<file path="src/rpf_params.svh">
// Purpose: Constants of the recording packet framer.
// Assumes: 20 MHz system clock, 10 MHz relative time counter.
// Notes: Byte counts are 32 bits wide, words are 32 bits.
`ifndef RPF_PARAMS_SVH
`define RPF_PARAMS_SVH

// ----------------------------------------------------------------
// Packet layout
// ----------------------------------------------------------------
`define RPF_SYNC 16'hEB25
`define RPF_HDR_BYTES 32'h18
`define RPF_SEC_BYTES 32'hC
`define RPF_TRL_BYTES 32'h4
`define RPF_MAX_BYTES 32'h80000
`define RPF_MAX_SETUP_BYTES 32'h8000000
`define RPF_BODY_MAX_W ((`RPF_MAX_BYTES-`RPF_HDR_BYTES-`RPF_SEC_BYTES-`RPF_TRL_BYTES)>>2)
`define RPF_SETUP_MAX_W ((`RPF_MAX_SETUP_BYTES-`RPF_HDR_BYTES-`RPF_SEC_BYTES-`RPF_TRL_BYTES)>>2)
`define RPF_HDR_LAST 4'h5
`define RPF_SEC_LAST 4'h8

// ----------------------------------------------------------------
// Data types and flag bits
// ----------------------------------------------------------------
`define RPF_TYPE_SETUP 8'h01
`define RPF_TYPE_INDEX 8'h03
`define RPF_GRP_CG 5'h00
`define RPF_GRP_TIME 5'h02
`define RPF_FLAG_SEC 7

// ----------------------------------------------------------------
// Timing
// ----------------------------------------------------------------
`define RPF_CLK_NS 32'h32
`define RPF_GEN_MS 32'h64
`define RPF_COMMIT_MS 32'h3E8
`define RPF_NS_PER_MS 32'hF4240
`define RPF_GEN_CYC (`RPF_GEN_MS * `RPF_NS_PER_MS / `RPF_CLK_NS)
`define RPF_COMMIT_CYC (`RPF_COMMIT_MS * `RPF_NS_PER_MS / `RPF_CLK_NS)

`endif

</file>
<file path="src/rpf_pkg.sv">
// Purpose: Types of the recording packet framer.
// Assumes: Nothing beyond SystemVerilog.
// Notes: Checksum mode order matches the two flag bits.
package rpf_pkg;
	typedef enum logic [1:0] {CSUM_NONE, CSUM_8, CSUM_16, CSUM_32} rpf_csum_t;
	typedef enum logic [1:0] {PH_SETUP, PH_TIME, PH_DATA, PH_DONE} rpf_phase_t;
	typedef enum logic [1:0] {ST_IDLE, ST_HDR, ST_BODY, ST_TRAIL} rpf_state_t;
endpackage

</file>
<file path="src/rpf_framer.sv">
// Purpose: Frames channel data words into recorder packets.
// Assumes: Source gives the content length up front; one clock.
// Notes: Output words are little-endian 32-bit words.
// Overview of operation
// - Trailer carries an 8, 16 or 32 bit checksum, or none.
// - 16-bit checksum: filler first, then bytes least significant first.
// - 8-bit checksum: filler bytes then one checksum byte.
// - Packets stay at or below 524,288 bytes.
// - Setup record packets may reach 134,217,728 bytes.
// - Oversized content splits over consecutive packets with sequence counts.
// - Setup record packets come first in every recording.
// - A time packet is the first packet after setup records.
// - Other data follows the first time packet, before root index.
// - With indexing on, the root index packet ends the recording.
// - Non-computer packets close within 100 ms when data is available.
// - A packet holds at most 100 ms from its first data.
// - No empty or filler-only packets are ever emitted.
// - Reserved header and data word bits are zero.
// - Non-computer packets commit to the stream within 1,000 ms.
// - Version and structure bits per channel never change mid-recording.
// - Secondary header: time low word, high word, reserved plus checksum.
// - Header is 24 bytes, ten fields contiguous.
// - Each packet starts with the fixed sync value.
// - Packet length in bytes, always a multiple of four.
// - Data length counts body bytes, not filler or checksum.
`timescale 1ns/100ps
`include "rpf_params.svh"

// ----------------------------------------------------------------
// Data FIFO
// ----------------------------------------------------------------
module rpf_fifo #(
	parameter int W = 32,
	parameter int D = 16
) (
	input wire logic clk, // System clock.
	input wire logic rst_b, // Asynchronous reset, active low.
	input wire logic s_valid, // Write word offered.
	output logic s_ready, // Room for a word.
	input wire logic [W-1:0] s_data, // Write word.
	output logic m_valid, // Read word present.
	input wire logic m_ready, // Read word taken.
	output logic [W-1:0] m_data // Read word.
);
	localparam int AW = $clog2(D);
	logic [W-1:0] mem [D];
	logic [AW:0] wp_q, wp_d, rp_q, rp_d;
	logic full, empty;

	// Pointers carry one wrap bit to tell full from empty; D is a power of two.
	always_comb begin
		full = (wp_q[AW] != rp_q[AW]) && (wp_q[AW-1:0] == rp_q[AW-1:0]);
		empty = (wp_q == rp_q);
		wp_d = wp_q + (AW+1)'(s_valid && !full);
		rp_d = rp_q + (AW+1)'(m_ready && !empty);
	end

	assign s_ready = !full;
	assign m_valid = !empty;
	assign m_data = mem[rp_q[AW-1:0]];

	// Pointer registers.
	always_ff @(posedge clk or negedge rst_b) begin
		if (!rst_b) begin
			wp_q <= '0;
			rp_q <= '0;
		end else begin
			wp_q <= wp_d;
			rp_q <= rp_d;
		end
	end

	// Storage needs no reset.
	always_ff @(posedge clk) begin
		if (s_valid && !full) begin
			mem[wp_q[AW-1:0]] <= s_data;
		end
	end
endmodule

// ----------------------------------------------------------------
// Packet framer
// ----------------------------------------------------------------
module rpf_framer #(
	parameter int SLOTS = 16,
	parameter int FIFO_DEPTH = 16,
	parameter int GEN_CYC = `RPF_GEN_CYC,
	parameter int COMMIT_CYC = `RPF_COMMIT_CYC
) (
	input wire logic clk, // System clock, 20 MHz.
	input wire logic rst_b, // Asynchronous reset, active low.
	input wire logic rec_start, // Pulse: a new recording begins.
	input wire logic index_en, // Recording index packets enabled.
	input wire logic req_valid, // Packet request offered.
	output logic req_ready, // Request taken this cycle.
	output logic req_refused, // Request out of order or empty.
	input wire logic [15:0] req_channel, // Channel number.
	input wire logic [7:0] req_type, // Data type.
	input wire logic [7:0] req_version, // Data type version.
	input wire logic req_sec_en, // Secondary header wanted.
	input wire logic req_intra_packet_stamp_src, // Intra-packet stamp source flag.
	input wire logic [1:0] req_time_fmt, // Secondary time format.
	input wire logic [1:0] req_csum, // Checksum mode.
	input wire logic [63:0] req_sec_time, // Secondary header time.
	input wire logic [25:0] req_words, // Content length in words.
	input wire logic in_valid, // Content word offered.
	output logic in_ready, // FIFO has room.
	input wire logic [31:0] in_data, // Content word.
	output logic out_valid, // Packet word present.
	input wire logic out_ready, // Packet word taken.
	output logic [31:0] out_data, // Packet word.
	output logic out_sop, // First word of a packet.
	output logic out_eop, // Last word of a packet.
	output logic gen_late, // Pulse: packet body not done in time.
	output logic commit_late // Pulse: packet not committed in time.
);
	localparam int SW = $clog2(SLOTS);
	localparam logic [25:0] MAXW = 26'(`RPF_BODY_MAX_W);
	localparam logic [25:0] MAXW_SETUP = 26'(`RPF_SETUP_MAX_W);

	rpf_pkg::rpf_state_t st_q, st_d;
	rpf_pkg::rpf_phase_t ph_q, ph_d;
	rpf_pkg::rpf_csum_t mode;
	logic [3:0] idx_q, idx_d;
	logic [25:0] rem_q, rem_d, cnt_q, cnt_d, pktw_q, pktw_d, rsrc;
	logic [15:0] ch_q, ch_d;
	logic [7:0] ty_q, ty_d, ver_q, ver_d, flg_q, flg_d;
	logic [63:0] stime_q, stime_d;
	logic [31:0] acc_q, acc_d, od_q, od_d;
	logic [47:0] ts_q, ts_d, rtc_q, rtc_d;
	logic ov_q, ov_d, osop_q, osop_d, oeop_q, oeop_d;
	logic [7:0] seq_q [SLOTS];
	logic [7:0] seq_d [SLOTS];
	logic [7:0] lver_q [SLOTS];
	logic [7:0] lver_d [SLOTS];
	logic [7:0] lflg_q [SLOTS];
	logic [7:0] lflg_d [SLOTS];
	logic [SLOTS-1:0] lock_q, lock_d;
	logic div_q, div_d, aging_q, aging_d, gl_q, gl_d, cl_q, cl_d;
	logic [31:0] age_q, age_d;
	logic f_valid, f_ready, adv, sec, last_hdr, start, finish, req_ok;
	logic [31:0] f_data, plen, dlen, hw0, hw3, hw4, hw5, hword, tword;
	logic [15:0] hcs, scs;
	logic [SW-1:0] slot, rs;

	function automatic logic [15:0] fold16(input logic [31:0] w);
		return w[31:16] + w[15:0];
	endfunction

	function automatic logic is_grp(input logic [7:0] t, input logic [4:0] g);
		return t[7:3] == g;
	endfunction

	// Words of this packet: the rest, or the most that fits the size limit.
	function automatic logic [25:0] chunk(input logic [25:0] r, input logic [7:0] t);
		logic [25:0] m;
		m = (t == `RPF_TYPE_SETUP) ? MAXW_SETUP : MAXW;
		return (r > m) ? m : r;
	endfunction

	// Running data checksum at the width of the mode.
	function automatic logic [31:0] csum_add(input rpf_pkg::rpf_csum_t m,
			input logic [31:0] a, input logic [31:0] w);
		logic [7:0] b;
		b = a[7:0] + w[7:0] + w[15:8] + w[23:16] + w[31:24];
		case (m)
			rpf_pkg::CSUM_8: return {24'h000000, b};
			rpf_pkg::CSUM_16: return {16'h0000, a[15:0] + fold16(w)};
			default: return a + w;
		endcase
	endfunction

	rpf_fifo #(.W(32), .D(FIFO_DEPTH)) u_fifo (
		.clk(clk),
		.rst_b(rst_b),
		.s_valid(in_valid),
		.s_ready(in_ready),
		.s_data(in_data),
		.m_valid(f_valid),
		.m_ready(f_ready),
		.m_data(f_data)
	);

	// Header, secondary header and trailer words of the current packet.
	always_comb begin
		mode = rpf_pkg::rpf_csum_t'(flg_q[1:0]);
		sec = flg_q[`RPF_FLAG_SEC];
		slot = ch_q[SW-1:0];
		dlen = {4'h0, pktw_q, 2'b00};
		plen = `RPF_HDR_BYTES + (sec ? `RPF_SEC_BYTES : 32'h0) + dlen
			+ ((mode != rpf_pkg::CSUM_NONE) ? `RPF_TRL_BYTES : 32'h0);
		hw0 = {ch_q, `RPF_SYNC};
		hw3 = {ty_q, flg_q, seq_q[slot], ver_q};
		hw4 = ts_q[31:0];
		hcs = fold16(hw0) + fold16(plen) + fold16(dlen) + fold16(hw3) + fold16(hw4)
			+ ts_q[47:32];
		hw5 = {hcs, ts_q[47:32]};
		scs = fold16(stime_q[31:0]) + fold16(stime_q[63:32]);
		case (idx_q)
			4'h0: hword = hw0;
			4'h1: hword = plen;
			4'h2: hword = dlen;
			4'h3: hword = hw3;
			4'h4: hword = hw4;
			4'h5: hword = hw5;
			4'h6: hword = stime_q[31:0];
			4'h7: hword = stime_q[63:32];
			default: hword = {scs, 16'h0000};
		endcase
		last_hdr = (idx_q == (sec ? `RPF_SEC_LAST : `RPF_HDR_LAST));
		case (mode)
			rpf_pkg::CSUM_8: tword = {acc_q[7:0], 24'h000000};
			rpf_pkg::CSUM_16: tword = {acc_q[15:0], 16'h0000};
			default: tword = acc_q;
		endcase
	end

	// Order of packet types in a recording.
	always_comb begin
		case (ph_q)
			rpf_pkg::PH_SETUP: req_ok = (req_type == `RPF_TYPE_SETUP);
			rpf_pkg::PH_TIME: req_ok = (req_type == `RPF_TYPE_SETUP)
				|| is_grp(req_type, `RPF_GRP_TIME);
			rpf_pkg::PH_DATA: req_ok = (req_type != `RPF_TYPE_SETUP);
			default: req_ok = 1'b0;
		endcase
		req_ok = req_ok && (req_words != 26'h0);
		req_ready = (st_q == rpf_pkg::ST_IDLE) && req_ok && !rec_start;
		req_refused = (st_q == rpf_pkg::ST_IDLE) && req_valid && !req_ok;
		rs = req_channel[SW-1:0];
	end

	assign adv = !ov_q || out_ready;
	assign f_ready = (st_q == rpf_pkg::ST_BODY) && adv;

	// Framing sequence: next values.
	always_comb begin
		st_d = st_q;
		ph_d = ph_q;
		idx_d = idx_q;
		rem_d = rem_q;
		cnt_d = cnt_q;
		pktw_d = pktw_q;
		ch_d = ch_q;
		ty_d = ty_q;
		ver_d = ver_q;
		flg_d = flg_q;
		stime_d = stime_q;
		acc_d = acc_q;
		ts_d = ts_q;
		seq_d = seq_q;
		lver_d = lver_q;
		lflg_d = lflg_q;
		lock_d = lock_q;
		ov_d = ov_q && !out_ready;
		od_d = od_q;
		osop_d = osop_q;
		oeop_d = oeop_q;
		start = 1'b0;
		finish = 1'b0;
		rsrc = rem_q;
		case (st_q)
			rpf_pkg::ST_IDLE: begin
				if (req_valid && req_ready) begin
					start = 1'b1;
					rsrc = req_words;
					ch_d = req_channel;
					ty_d = req_type;
					stime_d = req_sec_time;
					if (lock_q[rs]) begin
						ver_d = lver_q[rs];
						flg_d = lflg_q[rs];
					end else begin
						ver_d = req_version;
						flg_d = {req_sec_en, req_intra_packet_stamp_src, 2'b00, req_time_fmt, req_csum};
						lock_d[rs] = 1'b1;
						lver_d[rs] = req_version;
						lflg_d[rs] = flg_d;
					end
					if (ph_q == rpf_pkg::PH_SETUP) begin
						ph_d = rpf_pkg::PH_TIME;
					end else if (ph_q == rpf_pkg::PH_TIME && req_type != `RPF_TYPE_SETUP) begin
						ph_d = rpf_pkg::PH_DATA;
					end else if (index_en && req_type == `RPF_TYPE_INDEX) begin
						ph_d = rpf_pkg::PH_DONE;
					end
				end
			end
			rpf_pkg::ST_HDR: begin
				if (adv) begin
					ov_d = 1'b1;
					od_d = hword;
					osop_d = (idx_q == 4'h0);
					oeop_d = 1'b0;
					idx_d = idx_q + 4'h1;
					if (last_hdr) begin
						st_d = rpf_pkg::ST_BODY;
						acc_d = 32'h00000000;
					end
				end
			end
			rpf_pkg::ST_BODY: begin
				if (adv && f_valid) begin
					ov_d = 1'b1;
					od_d = f_data;
					osop_d = 1'b0;
					oeop_d = (cnt_q == 26'h1) && (mode == rpf_pkg::CSUM_NONE);
					acc_d = csum_add(mode, acc_q, f_data);
					cnt_d = cnt_q - 26'h1;
					if (cnt_q == 26'h1) begin
						finish = (mode == rpf_pkg::CSUM_NONE);
						st_d = rpf_pkg::ST_TRAIL;
					end
				end
			end
			rpf_pkg::ST_TRAIL: begin
				if (adv) begin
					ov_d = 1'b1;
					od_d = tword;
					osop_d = 1'b0;
					oeop_d = 1'b1;
					finish = 1'b1;
				end
			end
			default: st_d = rpf_pkg::ST_IDLE;
		endcase
		if (finish) begin
			seq_d[slot] = seq_q[slot] + 8'h01;
			st_d = rpf_pkg::ST_IDLE;
			start = (rem_q != 26'h0);
		end
		if (start) begin
			pktw_d = chunk(rsrc, ty_d);
			cnt_d = pktw_d;
			rem_d = rsrc - pktw_d;
			ts_d = rtc_q;
			idx_d = 4'h0;
			st_d = rpf_pkg::ST_HDR;
		end
		if (rec_start) begin
			ph_d = rpf_pkg::PH_SETUP;
			lock_d = '0;
			seq_d = '{default: 8'h00};
		end
	end

	// Time base and latency watchdog: next values.
	always_comb begin
		div_d = !div_q;
		rtc_d = rtc_q + (div_q ? 48'h000000000001 : 48'h000000000000);
		age_d = age_q + (aging_q ? 32'h00000001 : 32'h00000000);
		aging_d = aging_q && !(ov_q && out_ready && oeop_q);
		// Late only while header or body words are still pending, not while eop waits.
		gl_d = aging_q && (age_q == 32'(GEN_CYC))
			&& (st_q == rpf_pkg::ST_HDR || st_q == rpf_pkg::ST_BODY);
		cl_d = aging_q && aging_d && (age_q == 32'(COMMIT_CYC));
		if (start) begin
			age_d = 32'h00000000;
			aging_d = !is_grp(ty_d, `RPF_GRP_CG);
		end
	end

	// State registers.
	always_ff @(posedge clk or negedge rst_b) begin
		if (!rst_b) begin
			st_q <= rpf_pkg::ST_IDLE;
			ph_q <= rpf_pkg::PH_SETUP;
			idx_q <= 4'h0;
			rem_q <= 26'h0;
			cnt_q <= 26'h0;
			pktw_q <= 26'h0;
			ch_q <= 16'h0000;
			ty_q <= 8'h00;
			ver_q <= 8'h00;
			flg_q <= 8'h00;
			stime_q <= 64'h0;
			acc_q <= 32'h0;
			ts_q <= 48'h0;
			seq_q <= '{default: 8'h00};
			lver_q <= '{default: 8'h00};
			lflg_q <= '{default: 8'h00};
			lock_q <= '0;
			ov_q <= 1'b0;
			od_q <= 32'h0;
			osop_q <= 1'b0;
			oeop_q <= 1'b0;
			div_q <= 1'b0;
			rtc_q <= 48'h0;
			age_q <= 32'h0;
			aging_q <= 1'b0;
			gl_q <= 1'b0;
			cl_q <= 1'b0;
		end else begin
			st_q <= st_d;
			ph_q <= ph_d;
			idx_q <= idx_d;
			rem_q <= rem_d;
			cnt_q <= cnt_d;
			pktw_q <= pktw_d;
			ch_q <= ch_d;
			ty_q <= ty_d;
			ver_q <= ver_d;
			flg_q <= flg_d;
			stime_q <= stime_d;
			acc_q <= acc_d;
			ts_q <= ts_d;
			seq_q <= seq_d;
			lver_q <= lver_d;
			lflg_q <= lflg_d;
			lock_q <= lock_d;
			ov_q <= ov_d;
			od_q <= od_d;
			osop_q <= osop_d;
			oeop_q <= oeop_d;
			div_q <= div_d;
			rtc_q <= rtc_d;
			age_q <= age_d;
			aging_q <= aging_d;
			gl_q <= gl_d;
			cl_q <= cl_d;
		end
	end

	assign out_valid = ov_q;
	assign out_data = od_q;
	assign out_sop = osop_q;
	assign out_eop = oeop_q;
	assign gen_late = gl_q;
	assign commit_late = cl_q;

	// ----------------------------------------------------------------
	// Checks
	// ----------------------------------------------------------------
	sync_first_a: assert property (@(posedge clk) disable iff (!rst_b)
		out_valid && out_sop |-> out_data == {ch_q, 16'hEB25})
		else $error("packet does not open with sync");
	len_align_a: assert property (@(posedge clk) disable iff (!rst_b)
		st_q == rpf_pkg::ST_HDR && idx_q == 4'h1 && adv |=> out_data[1:0] == 2'b00)
		else $error("packet length not word aligned");
	size_limit_a: assert property (@(posedge clk) disable iff (!rst_b)
		st_q != rpf_pkg::ST_IDLE && ty_q != 8'h01 |-> plen <= 32'h80000)
		else $error("packet exceeds size limit");
	setup_limit_a: assert property (@(posedge clk) disable iff (!rst_b)
		st_q != rpf_pkg::ST_IDLE |-> plen <= 32'h8000000)
		else $error("setup packet exceeds size limit");
	no_empty_a: assert property (@(posedge clk) disable iff (!rst_b)
		st_q == rpf_pkg::ST_HDR |-> pktw_q != 26'h0)
		else $error("empty packet started");
	setup_first_a: assert property (@(posedge clk) disable iff (!rst_b)
		req_valid && req_ready && ph_q == rpf_pkg::PH_SETUP |-> req_type == 8'h01)
		else $error("non-setup packet before setup record");
	time_next_a: assert property (@(posedge clk) disable iff (!rst_b)
		req_valid && req_ready && ph_q == rpf_pkg::PH_TIME && req_type != 8'h01
		|-> req_type[7:3] == 5'h02 ##1 ph_q == rpf_pkg::PH_DATA)
		else $error("first dynamic packet is not time data");
	closed_quiet_a: assert property (@(posedge clk) disable iff (!rst_b)
		ph_q == rpf_pkg::PH_DONE && !rec_start |-> !req_ready)
		else $error("packet accepted after root index");
	trail_byte_a: assert property (@(posedge clk) disable iff (!rst_b)
		st_q == rpf_pkg::ST_TRAIL && adv && mode == rpf_pkg::CSUM_8
		|=> out_eop && out_data == {$past(acc_q[7:0]), 24'h000000})
		else $error("8-bit trailer malformed");
	seq_step_a: assert property (@(posedge clk) disable iff (!rst_b)
		finish && !rec_start |=> seq_q[$past(slot)] == $past(seq_q[slot]) + 8'h01)
		else $error("sequence counter did not step");
endmodule

</file>
<file path="config.mk">
export PLATFORM = sky130hd
export DESIGN_NAME = rpf_framer
export DESIGN_NICKNAME = d
export VERILOG_FILES = /design/src/rpf_pkg.sv /design/src/rpf_framer.sv
export VERILOG_INCLUDE_DIRS = /design/src /design/src/src
export SDC_FILE = /design/constraint.sdc
export NUM_CORES = 2
export LEC_CHECK = 0
export BUFFER_PORTS_ARGS = -buffer_cell sky130_fd_sc_hd__buf_2
export CORE_MARGIN = 1.5
export CORE_UTILIZATION = 60
export DETAILED_ROUTE_END_ITERATION = 8
export PLACE_DENSITY_LB_ADDON = 0.15
export SYNTH_ARGS = -nofsm -noshare
export SYNTH_HDL_FRONTEND = slang
export SYNTH_HIERARCHICAL = 1
export SYNTH_SLANG_ARGS = --single-unit
</file>
<file path="constraint.sdc">
create_clock -name clk -period 8.37 [get_ports clk]
set_clock_uncertainty 0.1 [all_clocks]
set_input_delay 0.4185 -clock clk [delete_from_list [all_inputs] [get_ports clk]]
set_output_delay 0.4185 -clock clk [all_outputs]
set_load 0.1 [all_outputs]
</file>
==> metrics.yaml <==
run_status:
  status: "complete, no violations"
critical_path:
  crit_end: "out_data[26]"
  crit_type: "flip-flop to flip-flop"
  max_stage_delay_ns: 0.60
  regToRegEndpoint: "out_data[26]"
  crit_path_end_kind: "flip-flop"
  start_kind: "flip-flop"
  ff2ff_setup_slack_ns: 0.47
  r2r_cells: 32
  worstPathMaxFanout: 5
  critical_path_required_ns: 8.90
  worstPathArrival_ns: 8.44
  r2r_start: "flg_q[0]"
  crit_slowest_cell: "or4_1"
  cp-startpoint: "flg_q[0]"
yosys:
  synthMuxAreaShare: 0.137
  async_flop_share: 0.599
  netlist_area_um2: 65300
  yosys.area_share.xor_xnor: 0.0314
  synth_edf_count: 512
  synth_area_leaders: "dfrtp_1 (29%), edfxtp_1 (24%), mux4_2 (6.2%), fa_1 (5.3%), mux2_2 (3.8%)"
  netlist.area_leader.share: 0.293
  synthSimpleGateAreaFrac: 0.100
  synth_fa_ha_area_frac: 0.0818
  synth-compound-area-share: 0.0870
  ys_types: 98
  netlist_instances: 5284
  yosysWarnings: 6
  ys.flop_type: "dfrtp_1"
  synth_nets: 5774
  synth.avg_cell_area_um2: 12.4
  ys_ff_latch: 1277
  synth_top_area_cell: "dfrtp_1"
  synth-seq-area-share: 0.529
  synth_top_family_by_area: "multiplexers"
sta:
  tightestPinTransition_ns: 1.23
  maxSlewViolCount: 0
  layout_setup_ws_ns: 0.468
  fin_crit_ns: 7.90
  hold_violations: 0
  fmax_ghz: 0.127
  fin_crit_sh: 0.944
  setup_violations: 0
  maxSlewHeadroom: 0.179
power_and_ir_drop:
  power_leakage_nw: 32.0
  powerDensity_nw_per_um2: 415
  ir_drop_uv: 800
route:
  highest_layer: "met5"
  met3_length_mm: 17.8
  viasPerCell: 6.41
  wl_met1_mm: 77.4
  met2_length_mm: 86.8
  drcViolationCount: 0
  vias: 45287
  routed_wl_mm: 190
  wire_per_inst_um: 26.9
  ant_nets: 0
  first_pass_iters: 8
  initialDrtViolationCount: 5247
clocking:
  cts_root_buf: "clkbuf_16"
  numCtsBuffers: 136
  cts_sinks: 1277
  cts_setup_buffers: 0
  cts_tree: "yes"
  cts_buffer_depth: 3
  clkLatencyLatePin_ns: 0.78
  htreeDepth: 4
  path_clk_slew_ns: 0.07
die:
  die-area_um2: 111000
  core-area_um2: 108000
  initial_core_util: 0.607
  die_x_um: 333
  io_pins: 207
  die_height_um: 333
  core.rowCount: 120
hold_path:
  hp-start: "req_version[2]"
  hp-class: "input pin to flip-flop"
grt:
  gr-total-overflow: 0
  antenna_found_initial: 10
  grt_max_degree: 147
  groute.usage.overall: 0.348
  grt_pass1_vias: 44869
  grt_pass1_wl_mm: 287
final_layout:
  finish.utilization: 0.685
  area_growth_pct: 12.8
  fill_cells: 7730
  finalNetCount: 6044
  drive_above_1_share: 0.173
placement:
  place_congestion: 0.980
  dp_hpwl_mm: 130
  port_buffers: 206
  pre_cts_ws_ns: 0.555
run:
  maxCapViolations: 0
==> routing by layer <==
| layer | vias to the layer above | GRT usage |
|---|---|---|
| met5 | - | 0 |
| met4 | 8 | 0.144 |
| met3 | 383 | 0.0803 |
| met2 | 2074 | 0.524 |
| met1 | 23117 | 0.490 |
| li1 | 19705 | - |
==> cells in the final DEF (no fill, tap or decap), drive strengths merged, types with 82 or more instances in the layout <==
| cell type | n |
|---|---|
| nor3 | 85 |
| inv | 228 |
| mux2 | 230 |
| nor2 | 324 |
| mux4 | 181 |
| xor2 | 82 |
| o21ai | 178 |
| fa | 173 |
| buf | 305 |
| nand3 | 153 |
| a22oi | 169 |
| xnor2 | 152 |
| dfrtp | 765 |
| dlygate4sd3 | 130 |
| clkbuf | 193 |
| a21oi | 201 |
| nand2 | 647 |
| edfxtp | 512 |
| mux2i | 227 |
| ha | 150 |
==> how the worst min path moves through the flow <==
stage / to / slack [ns] / depth (start not counted)
after CTS: lflg_q[11] / 0.007 / 2
after detailed placement: age_q[12] / 0.31 / 1
after global placement: age_q[12] / 0.31 / 1
after floorplan: acc_q[0] / 0.02 / 0
after global routing: lflg_q[63] / 0.05 / 2
final: lver_q[90] / 0.04 / 2
==> per-stage QoR <==
step,total power [mW],hold slack [ns],instance area (um2),instances,TNS [ns]
final,30.5,0.0421,73600,7067,0
after detailed placement,24.3,0.308,67800,6689,0
after CTS,30.4,0.00700,73600,7065,0
after global placement,24.0,0.306,67800,6689,0
after floorplan,20.0,0.0229,65300,5284,0
after global routing,32.6,0.0464,73600,7067,-0.000906
==> cell usage after synthesis (all sizes together) (10+ instances only) <==
cell and n:
a211oi 23, a21o 47, a21oi 201, a221o 10, a221oi 22, a222oi 41, a22o 30, a22oi 169
and2 19, and3 41, buf 118, clkbuf 185, dfrtp 765, edfxtp 512, fa 173, ha 150
inv 221, mux2 230, mux2i 227, mux4 181, nand2 647, nand2b 20, nand3 153, nand3b 11
nand4 28, nor2 324, nor2b 24, nor3 85, nor4 32, o211ai 11, o21ai 178, o21bai 10
o31ai 15, or3 18, or4 12, xnor2 152, xor2 82
==> kinds of logic (layout without fill, tap and decap cells) <==
group	Yosys count	count (layout)
and+or+nand+nor	1452	1452
DFF	1277	1277
AOI/OAI and AO/OA	835	835
muxes	638	638
buffers and inverters	524	902
adders and majority gates	323	323
xor gates and xnor gates	234	234
other	1	3
==> report_power, final <==
group          switching, mW  internal, mW
combinational           9.91          6.64
sequential             0.770          7.17
clock                   2.62          3.42
total                   13.3          17.2
==> registers in the layout (all words and copies together) (netlist names), 32 cells and up <==
register and count:
lver_q 128, age_q 32, stime_q 64, rtc_q 48
seq_q 128, u_fifo/mem 512, acc_q 32, ts_q 48
out_data 32, lflg_q 96
==> timing repair <==
action	in CTS	in global routing
hold endpoints to repair	721	0
endpoints found under the setup margin	0	1
gates resized for setup	0	1
hold buffers	130	0
==> cell type report <==
type	count	area [um2]	area share
sequential	1277	34500	0.469
antenna	2	5.00	0.0000680
inverter	221	830	0.0113
tap	1403	1760	0.0238
timing repair buffer	435	3180	0.0432
multi-input combinational	3483	28800	0.391
clock buffer	193	3810	0.0517
clock inverter	53	712	0.00967
==> worst max-delay path, delay by kind of cell, from the launching register on <==
| kind | cells | cell delay (ns) |
|---|---|---|
| AND/OR/NAND/NOR | 5 | 1.19 |
| buffers and inverters | 6 | 0.44 |
| adder cells (fa/ha/maj) | 11 | 3.61 |
| flip-flops | 1 | 0.44 |
| XOR/XNOR | 2 | 0.34 |
| AO/OA/AOI/OAI | 8 | 1.66 |
Power figures use the tool's default switching activity.
